File: config.mk
export PLATFORM = sky130hd
export DESIGN_NAME = uasp_top
export DESIGN_NICKNAME = d
export VERILOG_FILES = /design/src/rtl/uasp_pkg.sv /design/src/rtl/uasp_top.sv
export VERILOG_INCLUDE_DIRS = /design/src /design/src/rtl
export SDC_FILE = /design/constraint.sdc
export NUM_CORES = 1
export LEC_CHECK = 0
export BUFFER_PORTS_ARGS = -buffer_cell sky130_fd_sc_hd__buf_4
export CORE_AREA = 2 2 98 100
export CTS_BUF_LIST = sky130_fd_sc_hd__clkbuf_4
export CTS_CLUSTER_DIAMETER = 150
export DETAILED_ROUTE_END_ITERATION = 10
export DIE_AREA = 0 0 100 102
export GPL_ROUTABILITY_DRIVEN = 0
export HOLD_SLACK_MARGIN = 0.06
export PLACE_DENSITY = 0.92
export RECOVER_POWER = 100
export SLEW_MARGIN = 20
export SYNTH_ARGS = -nofsm -noshare
export SYNTH_HDL_FRONTEND = slang
export SYNTH_SLANG_ARGS = --single-unit
File: constraint.sdc
create_clock -name ref_clk -period 4.2 [get_ports ref_clk]
set_input_delay 0.63 -clock ref_clk [delete_from_list [all_inputs] [get_ports ref_clk]]
set_output_delay 0.63 -clock ref_clk [all_outputs]
set_load 0.02 [all_outputs]
File: src/rtl/uasp_defs.svh
`ifndef UASP_DEFS_SVH
`define UASP_DEFS_SVH
// Contract
// - Mode bit 0 selects 8-bit framing, 1 selects 9-bit framing.
// - 8-bit frame: start, eight data bits, stop; ten bit times.
// - Data bits go out and come in least significant bit first.
// - 8-bit mode: accepted byte to receive buffer, stop bit to ninth receive bit.
// - Writing the data buffer starts a transmit frame; the code queues writes four deep and drops a write while the queue is full.
// - Transmit-done flag sets as the stop bit time begins.
// - Reception starts only while the receive enable bit is 1.
// - 8-bit accept needs receive flag 0, and stop 1 when checking enabled.
// - Rejected frame leaves buffer, ninth bit and receive flag untouched.
// - On overrun the first byte stays latched; later bytes are lost.
// - 9-bit frame: start, eight data, ninth bit, stop; eleven bit times.
// - 9-bit mode sends the ninth transmit bit; unused in 8-bit mode.
// - 9-bit mode stores the ninth data bit, ignores the stop bit level.
// - 9-bit accept needs receive flag 0, and ninth 1 when check enabled.
// - Interrupt requested when either flag is set and interrupts enabled.
// - Flags are cleared only by software writes, never by hardware.
// - Receive flag sets when the stop bit is sampled.
// - Control bit 6 reads as 1; writes to it are ignored.
// - Baud timer may tick from another source than the system clock.
// - Bit rate is half the 8-bit auto-reload timer overflow rate.
// - Start detection forces a receive timer reload.
// - Data writes go to transmit side; reads return the receive buffer.
`define UASP_CTRL_ADDR 8'h98
`define UASP_DATA_ADDR 8'h99
`define UASP_CTRL_RESET 8'h40
`define UASP_B_MODE 7
`define UASP_B_MCE 5
`define UASP_B_REN 4
`define UASP_B_TB8 3
`define UASP_B_RB8 2
`define UASP_B_TI 1
`define UASP_B_RI 0
`define UASP_TMR_TOP 8'hff
`define UASP_BITS_8 4'ha
`define UASP_BITS_9 4'hb
`define UASP_RX_LAST_8 4'h8
`define UASP_RX_LAST_9 4'h9
`define UASP_FIFO_DEPTH 4
`endif

File: src/rtl/uasp_pkg.sv
package uasp_pkg;
    typedef struct packed {
        logic wr;
        logic rd;
        logic [7:0] addr;
        logic [7:0] wdata;
    } uasp_sfr_req_t;

    typedef struct packed {
        logic ninth;
        logic [7:0] data;
    } uasp_txw_t;

    typedef enum logic [1:0] {RX_IDLE, RX_START, RX_BITS} uasp_rx_st_t;
endpackage : uasp_pkg

File: src/rtl/uasp_top.sv
`timescale 1ns/10ps
`include "uasp_defs.svh"

module uasp_fifo #(
    parameter int W = 9,
    parameter int D = 4
) (
    // Clock and reset
    input wire logic clk,
    input wire logic rst_n,
    // Fill side
    input wire logic in_valid,
    input wire logic [W-1:0] in_data,
    output logic in_ready,
    // Drain side
    output logic out_valid,
    output logic [W-1:0] out_data,
    input wire logic out_ready
);
    localparam int AW = $clog2(D);
    logic [W-1:0] mem_q [D];
    logic [AW-1:0] wr_q;
    logic [AW-1:0] rd_q;
    logic [AW:0] cnt_q;
    logic push;
    logic pop;

    // Count is one bit wider than the pointers so a full buffer differs from an empty one
    assign in_ready = cnt_q != (AW+1)'(D);
    assign out_valid = cnt_q != '0;
    assign out_data = mem_q[rd_q];
    assign push = in_valid && in_ready;
    assign pop = out_valid && out_ready;

    always_ff @(posedge clk) begin
        if (push) begin
            mem_q[wr_q] <= in_data;
        end
    end

    always_ff @(posedge clk or negedge rst_n) begin
        if (!rst_n) begin
            wr_q <= '0;
            rd_q <= '0;
            cnt_q <= '0;
        end else begin
            if (push) begin
                wr_q <= (wr_q == AW'(D - 1)) ? '0 : wr_q + 1'b1;
            end
            if (pop) begin
                rd_q <= (rd_q == AW'(D - 1)) ? '0 : rd_q + 1'b1;
            end
            cnt_q <= cnt_q + (AW+1)'(push) - (AW+1)'(pop);
        end
    end
endmodule : uasp_fifo

module uasp_top
    import uasp_pkg::*;
(
    // Clock and reset
    input wire logic ref_clk,
    input wire logic reset_n,
    // Special-function register port
    input wire uasp_sfr_req_t sfr_req,
    output logic [7:0] sfr_rdata,
    // Baud timer
    input wire logic timer_tick,
    input wire logic [7:0] baud_timer_reload,
    // Interrupt
    input wire logic irq_enable,
    output logic uart_irq,
    // Serial lines
    input wire logic serial_in_line,
    output logic serial_out_line,
    // Transmit buffer status
    output logic tx_space
);
    function automatic logic sfr_hit(input logic [7:0] a, input logic [7:0] ref_a);
        return a == ref_a;
    endfunction : sfr_hit

    // One wrap decode serves both bit timers
    function automatic logic tmr_wrap(input logic [7:0] t);
        return t == `UASP_TMR_TOP;
    endfunction : tmr_wrap

    logic frame_mode_select_q;
    logic multiprocessor_check_enable_q;
    logic receive_enable_bit_q;
    logic ninth_transmit_bit_q;
    logic ninth_receive_bit_q;
    logic transmit_done_flag_q;
    logic receive_done_flag_q;
    logic [7:0] rx_buf_q;
    logic ctrl_wr;
    logic data_wr;
    logic ti_set;
    logic ri_set;
    logic rx_done;
    logic rx_nine;
    logic [7:0] rx_byte;
    logic rx_accept;
    logic fifo_in_ready;

    assign ctrl_wr = sfr_req.wr && sfr_hit(sfr_req.addr, `UASP_CTRL_ADDR);
    assign data_wr = sfr_req.wr && sfr_hit(sfr_req.addr, `UASP_DATA_ADDR);

    // Control register; bit 6 has no storage
    always_ff @(posedge ref_clk or negedge reset_n) begin
        if (!reset_n) begin
            frame_mode_select_q <= 1'b0;
            multiprocessor_check_enable_q <= 1'b0;
            receive_enable_bit_q <= 1'b0;
            ninth_transmit_bit_q <= 1'b0;
        end else if (ctrl_wr) begin
            frame_mode_select_q <= sfr_req.wdata[`UASP_B_MODE];
            multiprocessor_check_enable_q <= sfr_req.wdata[`UASP_B_MCE];
            receive_enable_bit_q <= sfr_req.wdata[`UASP_B_REN];
            ninth_transmit_bit_q <= sfr_req.wdata[`UASP_B_TB8];
        end
    end

    // Hardware set wins over a software write in the same cycle
    always_ff @(posedge ref_clk or negedge reset_n) begin
        if (!reset_n) begin
            transmit_done_flag_q <= 1'b0;
            receive_done_flag_q <= 1'b0;
            ninth_receive_bit_q <= 1'b0;
        end else begin
            if (ti_set) begin
                transmit_done_flag_q <= 1'b1;
            end else if (ctrl_wr) begin
                transmit_done_flag_q <= sfr_req.wdata[`UASP_B_TI];
            end
            if (ri_set) begin
                receive_done_flag_q <= 1'b1;
            end else if (ctrl_wr) begin
                receive_done_flag_q <= sfr_req.wdata[`UASP_B_RI];
            end
            if (ri_set) begin
                ninth_receive_bit_q <= rx_nine;
            end else if (ctrl_wr) begin
                ninth_receive_bit_q <= sfr_req.wdata[`UASP_B_RB8];
            end
        end
    end

    // Read port
    always_ff @(posedge ref_clk or negedge reset_n) begin
        if (!reset_n) begin
            sfr_rdata <= 8'h00;
        end else if (sfr_req.rd) begin
            if (sfr_hit(sfr_req.addr, `UASP_CTRL_ADDR)) begin
                sfr_rdata <= {frame_mode_select_q, 1'b1, multiprocessor_check_enable_q,
                    receive_enable_bit_q, ninth_transmit_bit_q, ninth_receive_bit_q,
                    transmit_done_flag_q, receive_done_flag_q};
            end else if (sfr_hit(sfr_req.addr, `UASP_DATA_ADDR)) begin
                sfr_rdata <= rx_buf_q;
            end else begin
                // Unmapped addresses read as zero
                sfr_rdata <= 8'h00;
            end
        end
    end

    // Level request: it drops once software has cleared both flags or irq_enable goes low
    always_ff @(posedge ref_clk or negedge reset_n) begin
        if (!reset_n) begin
            uart_irq <= 1'b0;
            tx_space <= 1'b1;
        end else begin
            uart_irq <= irq_enable && (transmit_done_flag_q || receive_done_flag_q);
            tx_space <= fifo_in_ready;
        end
    end

    // Transmit side
    logic fifo_out_valid;
    logic fifo_out_ready;
    uasp_txw_t fifo_in;
    uasp_txw_t fifo_out;
    logic [7:0] tx_tmr_q;
    logic tx_half_q;
    logic tx_bit_tick;
    logic [10:0] tx_sh_q;
    logic [3:0] tx_left_q;
    logic tx_start;

    // Ninth bit is captured with the byte so a later control write cannot alter it; the mode bit is read when the frame starts
    assign fifo_in.ninth = ninth_transmit_bit_q;
    assign fifo_in.data = sfr_req.wdata;

    uasp_fifo #(.W($bits(uasp_txw_t)), .D(`UASP_FIFO_DEPTH)) u_tx_fifo (
        .clk(ref_clk),
        .rst_n(reset_n),
        .in_valid(data_wr),
        .in_data(fifo_in),
        .in_ready(fifo_in_ready),
        .out_valid(fifo_out_valid),
        .out_data(fifo_out),
        .out_ready(fifo_out_ready)
    );

    // Timer ticks come as an enable, so the tick source need not be the system clock
    always_ff @(posedge ref_clk or negedge reset_n) begin
        if (!reset_n) begin
            tx_tmr_q <= 8'h00;
            tx_half_q <= 1'b0;
        end else if (timer_tick) begin
            if (tmr_wrap(tx_tmr_q)) begin
                tx_tmr_q <= baud_timer_reload;
                tx_half_q <= ~tx_half_q;
            end else begin
                tx_tmr_q <= tx_tmr_q + 8'h01;
            end
        end
    end

    assign tx_bit_tick = timer_tick && tmr_wrap(tx_tmr_q) && tx_half_q;
    assign fifo_out_ready = tx_bit_tick && tx_left_q <= 4'h1;
    assign tx_start = fifo_out_ready && fifo_out_valid;
    assign ti_set = tx_bit_tick && tx_left_q == 4'h2;

    always_ff @(posedge ref_clk or negedge reset_n) begin
        if (!reset_n) begin
            tx_sh_q <= 11'h7ff;
            tx_left_q <= 4'h0;
            serial_out_line <= 1'b1;
        end else if (tx_start) begin
            if (frame_mode_select_q) begin
                tx_sh_q <= {1'b1, fifo_out.ninth, fifo_out.data, 1'b0};
                tx_left_q <= `UASP_BITS_9;
            end else begin
                tx_sh_q <= {2'b11, fifo_out.data, 1'b0};
                tx_left_q <= `UASP_BITS_8;
            end
            serial_out_line <= 1'b0;
        // Ones fill from the top, so the line rests high after the stop bit
        end else if (tx_bit_tick && tx_left_q != 4'h0) begin
            tx_sh_q <= {1'b1, tx_sh_q[10:1]};
            tx_left_q <= tx_left_q - 4'h1;
            serial_out_line <= tx_sh_q[1];
        end
    end

    // Receive side
    logic rx_s1_q;
    logic rx_s2_q;
    logic rx_s3_q;
    uasp_rx_st_t rx_st_q;
    logic [7:0] rx_tmr_q;
    logic rx_half_q;
    logic rx_sample;
    logic start_det;
    logic rx_mode_q;
    logic [3:0] rx_idx_q;
    logic [9:0] rx_sh_q;

    always_ff @(posedge ref_clk or negedge reset_n) begin
        if (!reset_n) begin
            rx_s1_q <= 1'b1;
            rx_s2_q <= 1'b1;
            rx_s3_q <= 1'b1;
        end else begin
            rx_s1_q <= serial_in_line;
            rx_s2_q <= rx_s1_q;
            rx_s3_q <= rx_s2_q;
        end
    end

    assign start_det = rx_st_q == RX_IDLE && receive_enable_bit_q && rx_s3_q && !rx_s2_q;

    // First overflow after the forced reload lands mid start bit, then every second one
    always_ff @(posedge ref_clk or negedge reset_n) begin
        if (!reset_n) begin
            rx_tmr_q <= 8'h00;
            rx_half_q <= 1'b0;
        end else if (start_det) begin
            rx_tmr_q <= baud_timer_reload;
            rx_half_q <= 1'b0;
        end else if (timer_tick) begin
            if (tmr_wrap(rx_tmr_q)) begin
                rx_tmr_q <= baud_timer_reload;
                rx_half_q <= ~rx_half_q;
            end else begin
                rx_tmr_q <= rx_tmr_q + 8'h01;
            end
        end
    end

    assign rx_sample = timer_tick && tmr_wrap(rx_tmr_q) && !rx_half_q;
    assign rx_done = rx_st_q == RX_BITS && rx_sample
        && rx_idx_q == (rx_mode_q ? `UASP_RX_LAST_9 : `UASP_RX_LAST_8);
    assign rx_byte = rx_mode_q ? rx_sh_q[8:1] : rx_sh_q[9:2];
    assign rx_nine = rx_mode_q ? rx_sh_q[9] : rx_s2_q;
    // Receive flag still set means overrun: the new frame is dropped
    assign rx_accept = !receive_done_flag_q && (!multiprocessor_check_enable_q || rx_nine);
    assign ri_set = rx_done && rx_accept;

    always_ff @(posedge ref_clk or negedge reset_n) begin
        if (!reset_n) begin
            rx_st_q <= RX_IDLE;
            rx_mode_q <= 1'b0;
            rx_idx_q <= 4'h0;
            rx_sh_q <= 10'h000;
        end else begin
            unique case (rx_st_q)
                RX_IDLE: begin
                    if (start_det) begin
                        rx_st_q <= RX_START;
                        // Mode is held per frame so a mid-frame control write cannot split it
                        rx_mode_q <= frame_mode_select_q;
                    end
                end
                RX_START: begin
                    if (rx_sample) begin
                        // A high level mid start bit is a glitch, not a frame
                        rx_st_q <= rx_s2_q ? RX_IDLE : RX_BITS;
                        rx_idx_q <= 4'h0;
                    end
                end
                RX_BITS: begin
                    if (rx_done) begin
                        rx_st_q <= RX_IDLE;
                    end else if (rx_sample) begin
                        rx_sh_q <= {rx_s2_q, rx_sh_q[9:1]};
                        rx_idx_q <= rx_idx_q + 4'h1;
                    end
                end
            endcase
        end
    end

    always_ff @(posedge ref_clk or negedge reset_n) begin
        if (!reset_n) begin
            rx_buf_q <= 8'h00;
        end else if (ri_set) begin
            rx_buf_q <= rx_byte;
        end
    end
endmodule : uasp_top

Word-level counts from Yosys, hierarchy flattened

Memory sizes are Yosys's and may differ from the RTL's.
Index checks and enable logic that the tools add are counted.

Memories kept: 1
Bits of input ports: 31
RAM bits: 36
Word-level logic and storage cells: 136
Flip-flop bits (word level): 86
Output and inout bits: 11

Memories:

| name            | depth | width | rd ports | clocked after Yosys merged registers in | wr ports | line           | RTL |
|---|---|---|---|---|---|---|---|
| u_tx_fifo.mem_q | 4     | 9     | 1        | 0                                       | 1        | uasp_top.sv:21 | `logic [W-1:0] mem_q [D];` |

Reductions and logical operators: 40
Eq/ne operators: 16
Add/subtract/negate cells: 8
$lt $le $gt $ge: 1
Multiplexer cells: 39
Bitwise logic cells: 3

Operators by type and width:

| kind                                                                              | count |
|---|---|
| 8-bit two-way mux                                                                 | 7 |
| 8-bit == test (second input constant)                                             | 4 |
| 11-bit two-way mux                                                                | 2 |
| 4-bit two-way mux                                                                 | 5 |
| 1-bit logical AND                                                                 | 19 |
| 8-bit by 1-bit adder with 8-bit output (second input constant)                    | 2 |
| 1-bit two-way mux                                                                 | 16 |
| 2-bit two-way mux                                                                 | 6 |
| 2-bit nonzero test                                                                | 6 |
| 10-bit two-way mux                                                                | 1 |
| 2-bit inequality test (second input constant)                                     | 5 |
| 4-bit one-hot mux with 2 select lines                                             | 1 |
| 2-bit == test (second input constant)                                             | 3 |
| 2-bit one-hot mux with 3 select lines                                             | 1 |
| 2-bit AND reduction                                                               | 3 |
| 3-bit AND reduction                                                               | 2 |
| 2-bit by 1-bit adder with 2-bit output (second input constant)                    | 2 |
| 4-bit by 1-bit adder with 4-bit output (second input constant)                    | 1 |
| 4-bit by 2-bit == test with 1-bit output (second input constant)                  | 1 |
| 4-bit == test                                                                     | 1 |
| 4-bit by 1-bit less-or-equal comparator with 1-bit output (second input constant) | 1 |
| 1-bit logical NOT                                                                 | 4 |
| 4-bit AND reduction                                                               | 1 |
| 4-bit nonzero test                                                                | 1 |
| other kinds (9)                                                                   | 12 |

Logic depth before layout (Yosys ltp)

Gate-level depths: netlist of the first run.

Depth after elaboration: 7
Depth in mapped cells: 10

Hierarchy

Synthesis of the first run repeated with hierarchy kept, for this count alone.

Cells, all modules: 434
Area, all modules: 5,415.2 um2

By module, submodules not included:

| module    | area an instance (um2) | times used | cells an instance |
|---|---|---|---|
| uasp_top  | 3,674.8                | 1          | 349 |
| uasp_fifo | 1,740.4                | 1          | 85 |

Least setup slack after synthesis of the first run

No wires, ideal clock.

Path type: reg-to-reg
From: reg tx_tmr_q[0]
To: reg u_tx_fifo.cnt_q[2]
Period minus slack after synthesis: 2,348 ps
Cell stages (with the launch flop): 11
Data required time: 4,077 ps
Setup slack: 1,852 ps
Buffers on the path: 0
Library setup time: 123 ps
Data arrival time: 2,226 ps
Cells stage by stage: dfrtp_1 ha_1 and4_1 nand3_1 or2_1 clkinv_1 ha_1 inv_1 ha_1 fa_1 xnor2_1

Cells in the longest elaborated chain, start to end: 6

Ends and longest elaborated chain:

| what                                        | line            | RTL |
|---|---|---|
| start: declaration                          | uasp_top.sv:183 | `logic [7:0] tx_tmr_q;` |
| start signal: assignment                    | uasp_top.sv:212 | `tx_tmr_q <= baud_timer_reload;` |
| start signal: assignment                    | uasp_top.sv:215 | `tx_tmr_q <= tx_tmr_q + 8'h01;` |
| 8-bit == test (no source line)              | --              |  |
| 1-bit logical AND (2 in a row)              | uasp_top.sv:220 | `assign tx_bit_tick = timer_tick && tmr_wrap(tx_tmr_q) && tx_half_q;` |
| 1-bit logical AND                           | uasp_top.sv:221 | `assign fifo_out_ready = tx_bit_tick && tx_left_q <= 4'h1;` |
| 1-bit logical AND                           | uasp_top.sv:33  | `assign pop = out_valid && out_ready;` |
| 3-bit by 1-bit subtractor with 3-bit output | uasp_top.sv:53  | `cnt_q <= cnt_q + (AW+1)'(push) - (AW+1)'(pop);` |
| end signal: assignment                      | uasp_top.sv:53  |  |
| end: declaration                            | uasp_top.sv:24  | `logic [AW:0] cnt_q;` |

No other way between the ends.
A chain may end at the register's enable or synchronous reset.

Worst setup path in the final report of the first run

From: reg tx_left_q[0]
To: reg u_tx_fifo.cnt_q[2]

Cells in the longest elaborated chain, start to end: 4

Ends and longest elaborated chain:

| what                                                      | line            | RTL |
|---|---|---|
| start: declaration                                        | uasp_top.sv:187 | `logic [3:0] tx_left_q;` |
| start signal: assignment                                  | uasp_top.sv:233 | `` tx_left_q <= `UASP_BITS_9; `` |
| start signal: assignment                                  | uasp_top.sv:236 | `` tx_left_q <= `UASP_BITS_8; `` |
| start signal: assignment                                  | uasp_top.sv:242 | `tx_left_q <= tx_left_q - 4'h1;` |
| 4-bit by 1-bit less-or-equal comparator with 1-bit output | uasp_top.sv:221 |  |
| 1-bit logical AND                                         | uasp_top.sv:221 |  |
| 1-bit logical AND                                         | uasp_top.sv:33  |  |
| 3-bit by 1-bit subtractor with 3-bit output               | uasp_top.sv:53  |  |

No other way between the ends.

==> results of run 1 <==
-- critical path, stage by stage, from the launching register on --
cell	delay (ps)
dfrtp_1	410
inv_1	110
ha_1	230
o211ai_1	690
or2_0	560
clkinv_1	400
ha_1	380
inv_1	40
ha_1	180
fa_1	380
xnor2_1	180
-- power groups by stage --
stage	Combinational, uW	Clock, uW	Sequential, uW
2_1_floorplan	128	0	1350
3_3_place_gp	204	0	1350
3_5_place_dp	214	0	1360
4_1_cts	216	843	1340
5_1_grt	226	885	1350
6_report	200	831	1340
-- Yosys cell counts, types with 3 or more instances --
cell | instances | share of area [%]
a21o_1 | 3 | 0.39
a21oi_1 | 31 | 2.7
a221o_1 | 3 | 0.53
a22oi_1 | 8 | 1.1
a31oi_1 | 5 | 0.55
and2_1 | 7 | 0.77
and3_1 | 3 | 0.33
and4_1 | 3 | 0.46
buf_2 | 4 | 0.35
clkbuf_1 | 8 | 0.53
dfrtp_1 | 69 | 30
dfstp_2 | 14 | 6.4
edfxtp_1 | 36 | 19
ha_1 | 17 | 3.7
inv_1 | 18 | 1.2
mux2_2 | 12 | 2.4
mux2_4 | 19 | 5.0
mux2i_1 | 14 | 2.5
mux4_2 | 9 | 3.5
nand2_1 | 22 | 1.4
nand3_1 | 15 | 1.3
nand4_1 | 3 | 0.33
nand4b_1 | 3 | 0.46
nor2_1 | 24 | 1.6
nor3_1 | 10 | 0.88
o211a_1 | 3 | 0.53
o211ai_1 | 4 | 0.53
o21ai_0 | 18 | 1.6
o2bb2ai_1 | 3 | 0.46
or3_1 | 4 | 0.44
xnor2_1 | 3 | 0.46
-- state kept, by name (all words and copies together), names as in the netlist, 2 cells and up --
signal / flops
rx_buf_q: 8
rx_idx_q: 4
rx_sh_q: 9
rx_st_q: 2
rx_tmr_q: 8
sfr_rdata: 8
tx_left_q: 4
tx_sh_q: 10
tx_tmr_q: 8
u_tx_fifo.cnt_q: 3
u_tx_fifo.mem_q: 36
u_tx_fifo.rd_q: 2
u_tx_fifo.wr_q: 2
-- cell type report --
class,count,area [sq um],area share [%]
Sequential cell,119,3180,51.7
Tap cell,111,139,2.26
Multi-Input combinational cell,288,2230,36.3
Clock buffer,18,135,2.20
Timing Repair Buffer,41,238,3.87
Clock inverter,14,149,2.43
Inverter,19,71.3,1.16
-- metrics by stage --
stage | setup WS, ps | total power (uW) | cell area (sq um) | util (%) | hold slack [ps]
4_1_cts | 821 | 2400 | 6340 | 69.6 | 173
3_5_place_dp | 840 | 1580 | 6060 | 66.5 | 347
6_report | 557 | 2370 | 6140 | 67.4 | 210
3_3_place_gp | 1060 | 1560 | 6060 | 66.5 | 347
2_1_floorplan | 1850 | 1480 | 5720 | - | 334
5_1_grt | 305 | 2460 | 6140 | 67.4 | 168
-- worst min path at each step --
stage	startpoint	to	slack, ps
6_report	serial_in_line	rx_s1_q	210
5_1_grt	serial_in_line	rx_s1_q	170
4_1_cts	serial_in_line	rx_s1_q	170
3_5_place_dp	rx_s1_q	rx_s2_q	350
3_3_place_gp	rx_s1_q	rx_s2_q	350
2_1_floorplan	reset_n	frame_mode_select_q	330
-- kinds of logic after synthesis --
logic type | after synthesis | synth area share (%)
flops | 119 | 55.5
simple gates | 113 | 11.3
compound gates | 98 | 11.9
mux | 54 | 13.4
buf+inv | 37 | 3.06
fa+ha+maj | 18 | 4.07
xor+xnor | 5 | 0.766
-- layer usage --
metal / wire length (um) / part of all wire, %
met5: 0 / 0
met4: 127 / 1.1
met3: 557 / 4.9
met2: 5680 / 50
met1: 4890 / 43
==> results.tsv, run 1 <==
stage	metric	value	unit
detailed_routing	detailed_route_iter0_violations	227	
setup_path	r2r.worst_path.cells	10	
timing	max_freq	275	MHz
synthesis	synth-seq-cells	119	
final_layout	finalNetCount	535	
clock_tree	cts.repair_timing.setup_buffer_count	0	
floorplan	die_width	100	um
setup_path	path_class	reg2reg	
grt	gr-usage-met1	31.9	%
synthesis	syn-mean-instance-area	12.9	sq um
setup_path	critical_path_peak_fanout	13	
power_and_ir_drop	power_per_cell_area	386	nW/um^2
detailed_routing	postRouteWirelength	11300	um
placed_design	place_inst	578	
power_and_ir_drop	share_of_total_power_in_combinational_logic	8.4	%
outcome	status	finished, violations left	
synthesis	synth_flop_cell	dfrtp_1	
final_layout	layout.cells.most_common	dfrtp_1	
grt	first_global_vias	3773	
timing	slew_headroom	-39.7	%
final_layout	final_cell_mix	dfrtp_1, edfxtp_1, a21oi_1, nor2_1, nand2_1	
final_layout	post_route_cells_drive_above_1_share	19.6	%
synthesis	ys_types	70	
timing	finalSetupViolations	0	
detailed_routing	post_drt_wl_per_cell	18.5	um
timing	worst_pin_slew	2040	ps
grt	track_usage	23.8	%
power_and_ir_drop	p_clk_share	35.1	%
setup_path	crit-reg2reg-capture	u_tx_fifo.cnt_q[2]	
power_and_ir_drop	internal_power	1710	uW
synthesis	netlist_instances	444	
clock_tree	cts.sinks	119	
clock_tree	number_of_levels_the_h_tree_was_split_into	4	
clock_tree	cts_tree	built	
floorplan	fp-row-count	35	
final_layout	area_growth	7.38	%
outcome	violations	capacitance limit, slew limit	
grt	grt.met3_usage	5.61	%
setup_path	worstSetupStartpointType	flop	
detailed_routing	remaining_drc_errors	0	
power_and_ir_drop	vdd.ir_drop.worst	0.199	mV
timing	slew_viol_final	94	
timing	fin_worst_skew	13.6	ps
synthesis	synth_seq_area_share	55.5	%
timing	finalCritPeriodShare	86.7	%
setup_path	critical_path.endpoint_type	flop	
clock_tree	worstSkewPairLatency	520	ps
floorplan	core-area	9110	sq um
clock_tree	cts.reportedPaths.clkPinSlew	110	ps
worst_hold_path	min_path_type	in2reg	
grt	grt_overflow	0	
power_and_ir_drop	power.sequential.fraction	56.4	%
timing	period_needed	3640	ps
power_and_ir_drop	switching_power	654	uW
placed_design	io_buffers	41	
detailed_routing	drt_pass1_iterations	5	
detailed_routing	via_count	3743	
timing	grt_setup_unrepaired	false	
final_layout	final_cells	610	
timing	finalSetupTns	0	ps
detailed_routing	route.detailed.vias_per_inst	6.14	
setup_path	worst-endpoint-arrival	4090	ps
clock_tree	cts_repair_resize_count	0	
placed_design	hpwl_after_dpl	7790	um
flow_run	cap_viol_max_count	2	
clock_tree	clock_path_buffers	2	
clock_tree	holdBufCountCts	0	
setup_path	setup.reg_to_reg.worst_slack	560	ps
floorplan	top_level_ports	42	
grt	grt_start_max_net_pins	84	
synthesis	async_reset_ff_share	69.7	%
grt	grt_first_pass_wirelength	18600	um
synthesis	postSynthNetCount	493	
final_layout	num-fill-cells	664	
setup_path	worst_path_required_time	4640	ps
setup_path	worst_r2r_startpoint	tx_left_q[0]	
power_and_ir_drop	power.switching_fraction	27.7	%
floorplan	initial_core_util	62.8	%
synthesis	number_of_flops_mapped_to_enable_cells_by_yosys	36	
setup_path	worstSetupEndpoint	u_tx_fifo.cnt_q[2]	
setup_path	cp-startpoint	tx_left_q[0]	
synthesis	syn-cell-area	5720	sq um
power_and_ir_drop	power_leakage	0.00262	uW
floorplan	die-height	102	um
clock_tree	clock-root-buffer	clkbuf_4	
grt	use_met2	39.0	%
detailed_routing	antenna_violating_nets_post_route	0	
synthesis	yosysWarningCount	0	
timing	hold_viol_final	0	
grt	gr-max-usage-layer	met2	
final_layout	num_antenna_cells	0	
clock_tree	cts_made_buffers	17	
grt	antenna_violations_before_repair	0	
worst_hold_path	whs_path_depth	1	
floorplan	dieArea	10200	sq um
Note: power is estimated with default switching activity, not from simulation.
==> run 2, diff against run 1 <==
==> constraint.sdc (replaced) <==
create_clock -name ref_clk -period 4.2 [get_ports ref_clk]
set_input_delay 0.21 -clock ref_clk [delete_from_list [all_inputs] [get_ports ref_clk]]
set_output_delay 0.21 -clock ref_clk [all_outputs]
set_load 0.02 [all_outputs]
==> results.tsv, run 2 (synthesis results as in run 1) <==
stage	metric	value	unit	change
grt	grt_first_pass_wirelength	19700	um	+6.0%
detailed_routing	post_drt_wl_per_cell	19.3	um	+4.6%
final_layout	num_antenna_cells	0		unchanged
final_layout	post_route_cells_drive_above_1_share	18.6	%	-1.0 points
detailed_routing	route.detailed.vias_per_inst	6.19		+0.90%
detailed_routing	detailed_route_iter0_violations	241		+6.2%
final_layout	finalNetCount	557		+4.1%
clock_tree	number_of_levels_the_h_tree_was_split_into	4		unchanged
grt	first_global_vias	3911		+3.7%
timing	fin_worst_skew	22.2	ps	+8.61 ps
timing	worst_pin_slew	2370	ps	+332 ps
detailed_routing	drt_pass1_iterations	5		unchanged
final_layout	final_cell_mix	dfrtp_1, edfxtp_1, a21oi_1, nor2_1		
timing	slew_viol_final	94		unchanged
clock_tree	cts.reportedPaths.clkPinSlew	110	ps	about the same
floorplan	core-area	9110	sq um	unchanged
detailed_routing	via_count	3913		+4.5%
final_layout	layout.cell_area.non_filler	6370	sq um	+3.9%
power_and_ir_drop	p_clk_share	35.7	%	+0.6 points
final_layout	layout.cells.most_common	dfrtp_1		
setup_path	worst_path_required_time	4350	ps	-290 ps
power_and_ir_drop	power_per_cell_area	381	nW/um^2	-1.1%
grt	grt_start_max_net_pins	84		unchanged
setup_path	worstSetupStartpointType	flop		
timing	max_freq	279	MHz	+1.7%
grt	antenna_violations_before_repair	0		unchanged
worst_hold_path	min_path_type	in2reg		
timing	finalCritPeriodShare	85.2	%	-1.5 points
floorplan	top_level_ports	42		unchanged
grt	grt_overflow	0		unchanged
setup_path	worst-endpoint-arrival	3730	ps	-360 ps
clock_tree	cts_made_buffers	17		unchanged
grt	track_usage	25.5	%	+1.7 points
clock_tree	worstSkewPairLatency	520	ps	about the same
placed_design	hpwl_after_dpl	7940	um	+1.9%
power_and_ir_drop	power.switching_fraction	28.5	%	+0.82 points
final_layout	num-fill-cells	609		-8.3%
timing	finalSetupViolations	0		unchanged
clock_tree	clock-root-buffer	clkbuf_4		
power_and_ir_drop	internal_power	1740	uW	+1.5%
placed_design	placed_cell_area	6060	sq um	unchanged
clock_tree	cts.sinks	119		unchanged
final_layout	area_growth	11.5	%	
placed_design	io_buffers	41		unchanged
clock_tree	cts_repair_resize_count	0		unchanged
flow_run	cap_viol_max_count	2		unchanged
floorplan	die-height	102	um	unchanged
final_layout	max_reg_flops	36		unchanged
timing	grt_setup_unrepaired	false		
floorplan	fp-row-count	35		unchanged
power_and_ir_drop	power.sequential.fraction	55.0	%	-1.4 points
timing	slew_headroom	-62.4	%	-23 points
power_and_ir_drop	power_leakage	0.00273	uW	+4.1%
clock_tree	cts_tree	built		
detailed_routing	remaining_drc_errors	0		unchanged
floorplan	die_width	100	um	unchanged
setup_path	critical_path_peak_fanout	9		-4
final_layout	layout_top_registers	u_tx_fifo.mem_q: 36 flops, tx_sh_q: 10 flops, rx_sh_q: 9 flops		
floorplan	initial_core_util	62.8	%	unchanged
clock_tree	clock_path_buffers	2		unchanged
detailed_routing	antenna_violating_nets_post_route	0		unchanged
timing	finalSetupTns	0	ps	unchanged
timing	hold_viol_final	0		unchanged
timing	period_needed	3580	ps	-62.3 ps
final_layout	registers.top_by_ff_count	u_tx_fifo.mem_q		
setup_path	path_class	reg2reg		
detailed_routing	postRouteWirelength	12200	um	+8.4%
floorplan	dieArea	10200	sq um	unchanged
setup_path	critical_path.endpoint_type	flop		
outcome	violations	capacitance limit, slew limit		
power_and_ir_drop	switching_power	692	uW	+5.7%
outcome	status	finished, violations left		
power_and_ir_drop	share_of_total_power_in_combinational_logic	9.3	%	+0.9 points
power_and_ir_drop	vdd.ir_drop.worst	0.328	mV	+65%
==> run 2: changes by cell type in the layout (fill, tap and decap cells not counted), sizes merged <==
cell,previous run,this run
clkinvlp,3,1
dlygate4sd3,0,22
inv,23,25
==> run 2: layout make-up <==
| type | count | area (sq um) | area share (%) |
|---|---|---|---|
| clock buffers | 18 | 135 | 2.12 |
| multi-input cells | 288 | 2230 | 35.0 |
| inverters | 19 | 71.3 | 1.12 |
| flip-flops and latches | 119 | 3180 | 49.8 |
| repair buffers | 63 | 458 | 7.18 |
| well taps | 111 | 139 | 2.18 |
| clock inverters | 14 | 163 | 2.55 |
==> run 2: final timing paths <==
kind / slack [ps] / endpoint / cells after the start / startpoint
max reg2reg: 620 / u_tx_fifo.mem_q[0][1] / 3 / u_tx_fifo.cnt_q[1]
min: 130 / receive_done_flag_q / 4 / sfr_req[8]
min in group asynchronous: 780 / rx_tmr_q[0] / 2 / reset_n
max: 620 / u_tx_fifo.mem_q[0][1] / 3 / u_tx_fifo.cnt_q[1]
max in group asynchronous: 2230 / u_tx_fifo.rd_q[0] / 2 / reset_n
min reg2reg: 400 / rx_s2_q / 0 / rx_s1_q
==> run 2: timing repair <==
action | CTS | global route
setup buffers | 0 | 0
endpoints found under the hold margin | 134 | 0
hold buffers | 22 | 0
==> run 2: critical path: stages, from the launching register on <==
cell and delay (ps):
dfrtp_1 450, nor2_1 90, a2111oi_0 1920, and2_0 750
==> run 2: power groups by stage <==
stage / registers [uW] / logic (uW) / clock network, uW
3_5_place_dp: 1360 / 220 / 0
3_3_place_gp: 1350 / 203 / 0
6_report: 1340 / 225 / 867
5_1_grt: 1340 / 253 / 918
4_1_cts: 1340 / 239 / 870
2_1_floorplan: 1350 / 128 / 0
==> run 2: per-stage QoR <==
step	worst slack [ps]	cells	power [uW]	hold slack (ps)	utilization, %
global placement	1080	578	1560	322	66.5
detailed placement	813	578	1580	324	66.5
global route	479	632	2510	114	70.0
finish	620	632	2430	130	70.0
CTS	796	632	2450	87.1	72.2
floorplan	1850	444	1480	-85.6	-
==> run 2: per-layer routing <==
metal	share of wire [%]	vias to the layer above	GRT usage [%]
li1	-	1801	-
met1	42	1955	32.9
met2	50	129	42.0
met3	4.8	28	5.75
met4	2.6	0	11.4
met5	0	-	0
